File: src/timer_pkg.sv
// Constants, field layouts and carrier types for the continuous/event timer
// What this block does
// - Continuous mode counts to compare, reloads one
// - End-of-period actions on following timer clock
// - Output enabled: invert output every period end
// - Continuous period end sets interrupt flag
// - Written count affects first period only
// - First period compare-initial+1, later compare clocks
// - Mode 1 continuous, mode 2 event counter
// - Counter mode counts input transitions only
// - Polarity picks rising or falling edge only
// - Counter mode ignores prescaler, samples directly
// - Counter period end reloads, flags, stays enabled
// - Counter mode toggles output only when enabled
// - Flag write-one-to-clear, no repeated interrupt
// - Readable count equals start value plus transitions this period
// - Interrupt forwarded only when enable set
// - Polarity sets idle level; complementary output
package timer_pkg;

    localparam logic [7:0] CNT_OFS = 8'h00;
    localparam logic [7:0] CMP_OFS = 8'h04;
    localparam logic [7:0] FLAG_OFS = 8'h08;
    localparam logic [7:0] CTRL0_OFS = 8'h0C;
    localparam logic [7:0] CTRL1_OFS = 8'h10;

    localparam int CTRL0_MODE_LSB = 0;
    localparam int CTRL0_PRES_LSB = 4;
    localparam int CTRL0_POL_BIT = 8;
    localparam int CTRL0_EN_BIT = 15;
    localparam int CTRL1_IE_BIT = 0;
    localparam int CTRL1_OUTEN_BIT = 1;
    localparam int FLAG_IRQ_BIT = 0;

    localparam logic [3:0] MODE_CONT = 4'h1;
    localparam logic [3:0] MODE_COUNTER = 4'h2;

    localparam logic [31:0] CNT_RESET = 32'h0000_0000;
    localparam logic [31:0] CNT_RELOAD = 32'h0000_0001;
    localparam logic [31:0] CMP_RESET = 32'hFFFF_FFFF;
    localparam logic [15:0] PRES_CNT_RESET = 16'h0000;

    typedef struct packed {
        logic en;
        logic pol;
        logic [3:0] pres;
        logic [3:0] mode;
    } ctrl0_type;

    typedef struct packed {
        logic outen;
        logic irq_en;
    } ctrl1_type;

    localparam ctrl0_type CTRL0_RESET = '{en: 1'b0, pol: 1'b0,
        pres: 4'h0, mode: 4'h0};
    localparam ctrl1_type CTRL1_RESET = '{outen: 1'b0, irq_en: 1'b0};

endpackage : timer_pkg

File: src/timer_cont_counter.sv
// Timer with continuous and event-counter modes behind an APB slave
`timescale 1ns/1ps
`default_nettype none

module timer_cont_counter #(
    parameter int CNT_W = 32
) (
    input wire logic clk_sys, // 200 MHz system clock
    input wire logic arst_n, // Async reset, active low
    input wire logic psel, // APB select
    input wire logic penable, // APB enable
    input wire logic pwrite, // APB direction, high for write
    input wire logic [7:0] paddr, // APB byte address
    input wire logic [31:0] pwdata, // APB write data
    output logic pready, // APB ready
    output logic [31:0] prdata, // APB read data
    output logic pslverr, // APB error for unmapped address
    input wire logic tmr_in, // Timer pin input level
    output logic tmr_out, // Timer pin output level
    output logic tmr_out_n, // Complementary output level
    output logic tmr_oe, // Timer pin output enable
    output logic irq // Interrupt request, level
);

    initial begin
        if (CNT_W < 2 || CNT_W > 32) begin
            $error("CNT_W must lie between 2 and 32");
        end
    end

    logic [CNT_W-1:0] cnt_ff;
    logic [CNT_W-1:0] cmp_ff;
    logic flag_ff;
    timer_pkg::ctrl0_type ctrl0_ff;
    timer_pkg::ctrl1_type ctrl1_ff;
    logic [15:0] pres_cnt_ff;
    logic sync_meta_ff;
    logic sync_ff;
    logic sync_last_ff;
    logic toggle_ff;

    // APB decode; writes land on the edge that completes the access
    logic access;
    logic wr_fire;
    logic addr_hit;
    logic wr_cnt;
    logic [31:0] nxt_prdata;

    assign access = psel & penable;
    assign wr_fire = access & pwrite & pready;
    assign wr_cnt = wr_fire && paddr == timer_pkg::CNT_OFS;

    always_comb begin
        addr_hit = 1'b1;
        nxt_prdata = 32'h0000_0000;
        unique case (paddr)
            timer_pkg::CNT_OFS: nxt_prdata = 32'(cnt_ff);
            timer_pkg::CMP_OFS: nxt_prdata = 32'(cmp_ff);
            timer_pkg::FLAG_OFS: nxt_prdata[timer_pkg::FLAG_IRQ_BIT] = flag_ff;
            timer_pkg::CTRL0_OFS: begin
                nxt_prdata[timer_pkg::CTRL0_MODE_LSB +: 4] = ctrl0_ff.mode;
                nxt_prdata[timer_pkg::CTRL0_PRES_LSB +: 4] = ctrl0_ff.pres;
                nxt_prdata[timer_pkg::CTRL0_POL_BIT] = ctrl0_ff.pol;
                nxt_prdata[timer_pkg::CTRL0_EN_BIT] = ctrl0_ff.en;
            end
            timer_pkg::CTRL1_OFS: begin
                nxt_prdata[timer_pkg::CTRL1_IE_BIT] = ctrl1_ff.irq_en;
                nxt_prdata[timer_pkg::CTRL1_OUTEN_BIT] = ctrl1_ff.outen;
            end
            default: addr_hit = 1'b0;
        endcase
    end

    // One wait state so that every bus output comes from a flop
    always_ff @(posedge clk_sys or negedge arst_n) begin
        if (!arst_n) begin
            pready <= 1'b0;
            prdata <= 32'h0000_0000;
            pslverr <= 1'b0;
        end else begin
            pready <= access & ~pready;
            prdata <= (access & ~pready & ~pwrite) ? nxt_prdata
                                                   : 32'h0000_0000;
            pslverr <= access & ~pready & ~addr_hit;
        end
    end

    // settings change on any write, whether the timer is on or off
    always_ff @(posedge clk_sys or negedge arst_n) begin
        if (!arst_n) begin
            ctrl0_ff <= timer_pkg::CTRL0_RESET;
            ctrl1_ff <= timer_pkg::CTRL1_RESET;
            cmp_ff <= CNT_W'(timer_pkg::CMP_RESET);
        end else if (wr_fire) begin
            unique case (paddr)
                timer_pkg::CTRL0_OFS: begin
                    ctrl0_ff.mode <= pwdata[timer_pkg::CTRL0_MODE_LSB +: 4];
                    ctrl0_ff.pres <= pwdata[timer_pkg::CTRL0_PRES_LSB +: 4];
                    ctrl0_ff.pol <= pwdata[timer_pkg::CTRL0_POL_BIT];
                    ctrl0_ff.en <= pwdata[timer_pkg::CTRL0_EN_BIT];
                end
                timer_pkg::CTRL1_OFS: begin
                    ctrl1_ff.irq_en <= pwdata[timer_pkg::CTRL1_IE_BIT];
                    ctrl1_ff.outen <= pwdata[timer_pkg::CTRL1_OUTEN_BIT];
                end
                timer_pkg::CMP_OFS: cmp_ff <= pwdata[CNT_W-1:0];
                default: ;
            endcase
        end
    end

    // Mode decode
    logic mode_cont;
    logic mode_ctr;
    logic match;

    assign mode_cont = ctrl0_ff.en && ctrl0_ff.mode == timer_pkg::MODE_CONT;
    assign mode_ctr = ctrl0_ff.en && ctrl0_ff.mode == timer_pkg::MODE_COUNTER;
    assign match = cnt_ff == cmp_ff;

    // Prescaler: timer clock is one tick every 2^pres system clocks
    logic [15:0] pres_lim;
    logic tick;

    assign pres_lim = 16'((17'h0_0001 << ctrl0_ff.pres) - 17'h0_0001);
    assign tick = mode_cont && pres_cnt_ff == pres_lim;

    always_ff @(posedge clk_sys or negedge arst_n) begin
        if (!arst_n) begin
            pres_cnt_ff <= timer_pkg::PRES_CNT_RESET;
        end else if (!mode_cont || tick) begin
            pres_cnt_ff <= timer_pkg::PRES_CNT_RESET;
        end else begin
            pres_cnt_ff <= pres_cnt_ff + 16'h0001;
        end
    end

    // two flops against metastability, third for edge history
    always_ff @(posedge clk_sys or negedge arst_n) begin
        if (!arst_n) begin
            sync_meta_ff <= 1'b0;
            sync_ff <= 1'b0;
            sync_last_ff <= 1'b0;
        end else begin
            sync_meta_ff <= tmr_in;
            sync_ff <= sync_meta_ff;
            sync_last_ff <= sync_ff;
        end
    end

    // pol low counts rising edges, pol high counts falling edges
    logic in_edge;

    assign in_edge = ctrl0_ff.pol ? (sync_last_ff & ~sync_ff)
                                  : (sync_ff & ~sync_last_ff);

    // continuous period ends on the tick after the match tick
    // counter period ends on the clock after the match
    logic period_end;
    logic incr;

    assign period_end = match & ((mode_cont & tick) | mode_ctr);
    // counter mode steps on input edges, prescaler unused
    assign incr = ~match & ((mode_cont & tick) | (mode_ctr & in_edge));

    // written value starts period one; reloads use one
    always_ff @(posedge clk_sys or negedge arst_n) begin
        if (!arst_n) begin
            cnt_ff <= CNT_W'(timer_pkg::CNT_RESET);
        end else if (wr_cnt) begin
            cnt_ff <= pwdata[CNT_W-1:0];
        end else if (period_end) begin
            cnt_ff <= CNT_W'(timer_pkg::CNT_RELOAD);
        end else if (incr) begin
            cnt_ff <= cnt_ff + CNT_W'(1);
        end
    end

    // set beats a same-cycle write-one clear
    logic flag_clr;

    assign flag_clr = wr_fire && paddr == timer_pkg::FLAG_OFS
                      && pwdata[timer_pkg::FLAG_IRQ_BIT];

    always_ff @(posedge clk_sys or negedge arst_n) begin
        if (!arst_n) begin
            flag_ff <= 1'b0;
        end else if (period_end) begin
            flag_ff <= 1'b1;
        end else if (flag_clr) begin
            flag_ff <= 1'b0;
        end
    end

    // level stays high while flag set, so no second request
    always_ff @(posedge clk_sys or negedge arst_n) begin
        if (!arst_n) begin
            irq <= 1'b0;
        end else begin
            irq <= flag_ff & ctrl1_ff.irq_en;
        end
    end

    // toggle; disable returns the pin to its idle level
    always_ff @(posedge clk_sys or negedge arst_n) begin
        if (!arst_n) begin
            toggle_ff <= 1'b0;
        end else if (!ctrl0_ff.en) begin
            toggle_ff <= 1'b0;
        end else if (period_end && ctrl1_ff.outen) begin
            toggle_ff <= ~toggle_ff;
        end
    end

    // pol is the idle level; complement drives the inverted pin
    always_ff @(posedge clk_sys or negedge arst_n) begin
        if (!arst_n) begin
            tmr_out <= 1'b0;
            tmr_out_n <= 1'b1;
            tmr_oe <= 1'b0;
        end else begin
            tmr_out <= ctrl0_ff.pol ^ toggle_ff;
            tmr_out_n <= ~(ctrl0_ff.pol ^ toggle_ff);
            // Pin stays an input in counter mode
            tmr_oe <= ctrl1_ff.outen
                      && ctrl0_ff.mode != timer_pkg::MODE_COUNTER;
        end
    end
endmodule : timer_cont_counter

`default_nettype wire

File: config.mk
export PLATFORM = sky130hd
export DESIGN_NAME = timer_cont_counter
export DESIGN_NICKNAME = d
export VERILOG_FILES = /design/src/timer_pkg.sv /design/src/timer_cont_counter.sv
export SDC_FILE = /design/constraint.sdc
export NUM_CORES = 1
export LEC_CHECK = 0
export BUFFER_PORTS_ARGS = -buffer_cell sky130_fd_sc_hd__buf_2
export CORE_MARGIN = 2
export CORE_UTILIZATION = 50
export CTS_CLUSTER_SIZE = 28
export DETAILED_ROUTE_END_ITERATION = 16
export PLACE_DENSITY = 0.72
export RECOVER_POWER = 25
export SLEW_MARGIN = 10
export SYNTH_ARGS = -nofsm -noshare
export SYNTH_HDL_FRONTEND = slang
export SYNTH_SLANG_ARGS = --single-unit
File: constraint.sdc
create_clock -name clk_sys -period 4.7 [get_ports clk_sys]
set_clock_uncertainty 0.2 [all_clocks]
set_input_delay 0.94 -clock clk_sys [delete_from_list [all_inputs] [get_ports clk_sys]]
set_output_delay 0.94 -clock clk_sys [all_outputs]
set_load 0.005 [all_outputs]
==> flow_summary.json <==
{
  "status": "complete, but fails checks",
  "failed_checks": "max-capacitance violations, max-slew violations",
  "power_frac_comb_pct": 3.2,
  "syn_nets": 837,
  "grtUsageTotal_pct": 25.7,
  "cp_top_family": "simple AND/OR/NAND/NOR gates",
  "cap_violations": 1,
  "first_global_vias": 6072,
  "rsz0062_at_grt": "false",
  "reg2reg_from": "ctrl0_ff[7]",
  "ios": 84,
  "cts_buffer_depth": 2,
  "reg2regPathDepth": 11,
  "yosysUniqueCellTypes": 79,
  "initial_core_util_pct": 50.8,
  "viasPerCell": 6.09,
  "crit_cells": 11,
  "synthFlopType": "dfrtp_1",
  "final_cell_area_um2": 8770,
  "p_int_mw": 2.06,
  "crit_start": "ctrl0_ff[7]",
  "synth_edf_count": 0,
  "place_ws_ns": 0.390,
  "switching_power_mw": 0.591,
  "path_clk_slew_ns": 0.06,
  "reg2reg_slack_ns": 0.28,
  "switching_share_pct": 22.3,
  "final_layout_size_suffix_gt1_share_pct": 26.8,
  "finalCritPeriodShare_pct": 94.0,
  "cts_root_buf": "clkbuf_16",
  "fill_cells": 1332,
  "syn_inst": 788,
  "layout.nets": 897,
  "wirelength_mm": 20.3,
  "htreeDepth": 4,
  "most-common-layout-cells": "102 x dfrtp_1, 82 x buf_2, 76 x nor2_1",
  "ys_ff_latch": 135,
  "max-vdd-ir-drop_uv": 232,
  "syn_to_final_growth_pct": 14.3,
  "num_antenna_cells": 0,
  "worst_slack_ns": 0.282,
  "cts_resized": 0,
  "hold_violations": 0,
  "remaining_drc_errors": 0,
  "dpl_cell_area_um2": 8160,
  "place_congestion": 0.905,
  "cpMostUsedCell": "or4_4",
  "avgSynthCellArea_um2": 9.73,
  "hold_ws_ns": 0.147,
  "syn-cell-area_um2": 7670,
  "clock_latency_ns": 0.43,
  "p_leak_nw": 3.64,
  "yosys_warnings": 0,
  "path_cells": "inv_1, nand3_1, ha_1, nand2b_1, o21ai_0, a211o_1, or4_4, or4_4, a21o_4, o311ai_0, o211ai_1",
  "cp.arrival_ns": 4.51,
  "die_w_um": 128,
  "crit_buf_inv": 1,
  "grt_pass1_wl_mm": 32.9,
  "dr.pass1.iters": 6,
  "ant_nets": 0,
  "end_kind": "flip-flop",
  "cts_hold_buf": 0,
  "ys_seq_area_share_pct": 44.6,
  "cts_sinks": 135,
  "cts-buffers-inserted": 17,
  "crit_path_start_kind": "flip-flop",
  "layout_commonest_cell": "dfrtp_1",
  "fmax_mhz": 226,
  "tritoncts": "yes",
  "setup_tns_ns": 0,
  "antenna_found_initial": 0,
  "cts_setup_buffers": 0,
  "die_h_um": 128,
  "power.total_mw": 2.65,
  "critPathCapture": "cnt_ff[15]",
  "core_um2": 15100,
  "finalSetupViolCount": 0,
  "overflow": 0,
  "criticalPathCategory": "flip-flop to flip-flop",
  "dieArea_um2": 16300,
  "pwr-share-clk_pct": 52.5,
  "r2r_end": "cnt_ff[15]",
  "rows": 45,
  "max_stage_delay_ns": 0.64,
  "maxSlewViolCount": 83,
  "tightest_slew_ns": 2.05,
  "power_density_nw_per_um2": 302,
  "vias": 6392,
  "crit_fanout": 24,
  "slowest_stage": "ha_1",
  "hp-class": "flip-flop to flip-flop",
  "relSlewSlack_pct": -36.4,
  "dr.first_iter.drc_count": 805,
  "required_ns": 4.79,
  "wire_per_inst_um": 19.3,
  "dp_hpwl_mm": 14.0,
  "async_flop_share_pct": 100,
  "grt_start_max_net_pins": 83,
  "portBuffers": 83,
  "p_seq_share_pct": 44.3,
  "fin_crit_ns": 4.42
}
==> flip-flops by register name, summed over array words and instances (netlist names), 2 cells and up <==
register	flops
cmp_ff	32
prdata	32
pres_cnt_ff	16
ctrl0_ff	10
cnt_ff	32
ctrl1_ff	2
==> area by class of cell <==
| cell class | instances | area (µm²) | share of cell area, % |
|---|---|---|---|
| multi-input cells | 575 | 3890 | 44.4 |
| flip-flops and latches | 135 | 3420 | 39.0 |
| repair buffers | 99 | 536 | 6.11 |
| clock buffers | 21 | 460 | 5.25 |
| well taps | 188 | 235 | 2.68 |
| clock inverters | 11 | 148 | 1.68 |
| inverters | 20 | 75.1 | 0.856 |
==> through the flow <==
step	cells	util, %
floorplan	788	-
global placement	1017	54.1
detailed placement	1017	54.1
CTS	1049	58.1
global route	1049	58.1
finish	1049	58.1
==> synthesized netlist by cell type, types with 9 or more instances <==
master	count	area, µm²
o21ai_1	9	45.0
nand2_1	62	233
nor2_1	76	285
o21ai_0	28	140
clkbuf_1	39	146
a22oi_1	33	248
inv_1	20	75.1
nand3_1	30	150
mux2_2	49	552
a211oi_1	18	135
xnor2_1	49	429
a21oi_1	34	170
nor3_1	10	50.1
xor2_1	11	96.3
and3_1	18	113
dfstp_2	33	867
dfrtp_1	102	2550
nand4_1	12	75.1
==> power by group through the flow <==
stage | logic (mW) | registers, mW | clock network, mW
after floorplan | 0.0235 | 1.19 | 0
after global placement | 0.0858 | 1.19 | 0
after detailed placement | 0.0858 | 1.19 | 0
after CTS | 0.0864 | 1.17 | 1.40
after global routing | 0.0942 | 1.17 | 1.45
final | 0.0844 | 1.17 | 1.39
==> layer usage <==
metal / track usage, % / share of wire [%] / vias up
met3: 5.09 / 5.7 / 41
met1: 34.8 / 45 / 3146
met5: 0 / 0 / -
met2: 40.6 / 47 / 229
li1: - / - / 2976
met4: 10.5 / 2.6 / 0
==> kinds of logic (layout without fill, tap and decap cells) <==
kind of cell,after synthesis,after routing,share of synthesized area (%)
AND/OR/NAND/NOR,279,279,19.1
AO/OA/AOI/OAI,181,181,16.5
flip-flops,135,135,44.6
buffers and inverters,78,151,4.73
XOR/XNOR,60,60,6.85
multiplexers,52,52,7.75
adder cells (fa/ha/maj),3,3,0.490
==> worst min path at each step <==
| stage | start | endpoint | slack [ns] | depth (start not counted) |
|---|---|---|---|---|
| after global routing | sync_meta_ff | sync_ff | 0.16 | 0 |
| after global placement | sync_meta_ff | sync_ff | 0.13 | 0 |
| after detailed placement | sync_meta_ff | sync_ff | 0.14 | 0 |
| after CTS | sync_meta_ff | sync_ff | 0.15 | 0 |
| final | sync_meta_ff | sync_ff | 0.15 | 0 |
| after floorplan | sync_meta_ff | sync_ff | 0.13 | 0 |
(Power assumes the default switching activity.)
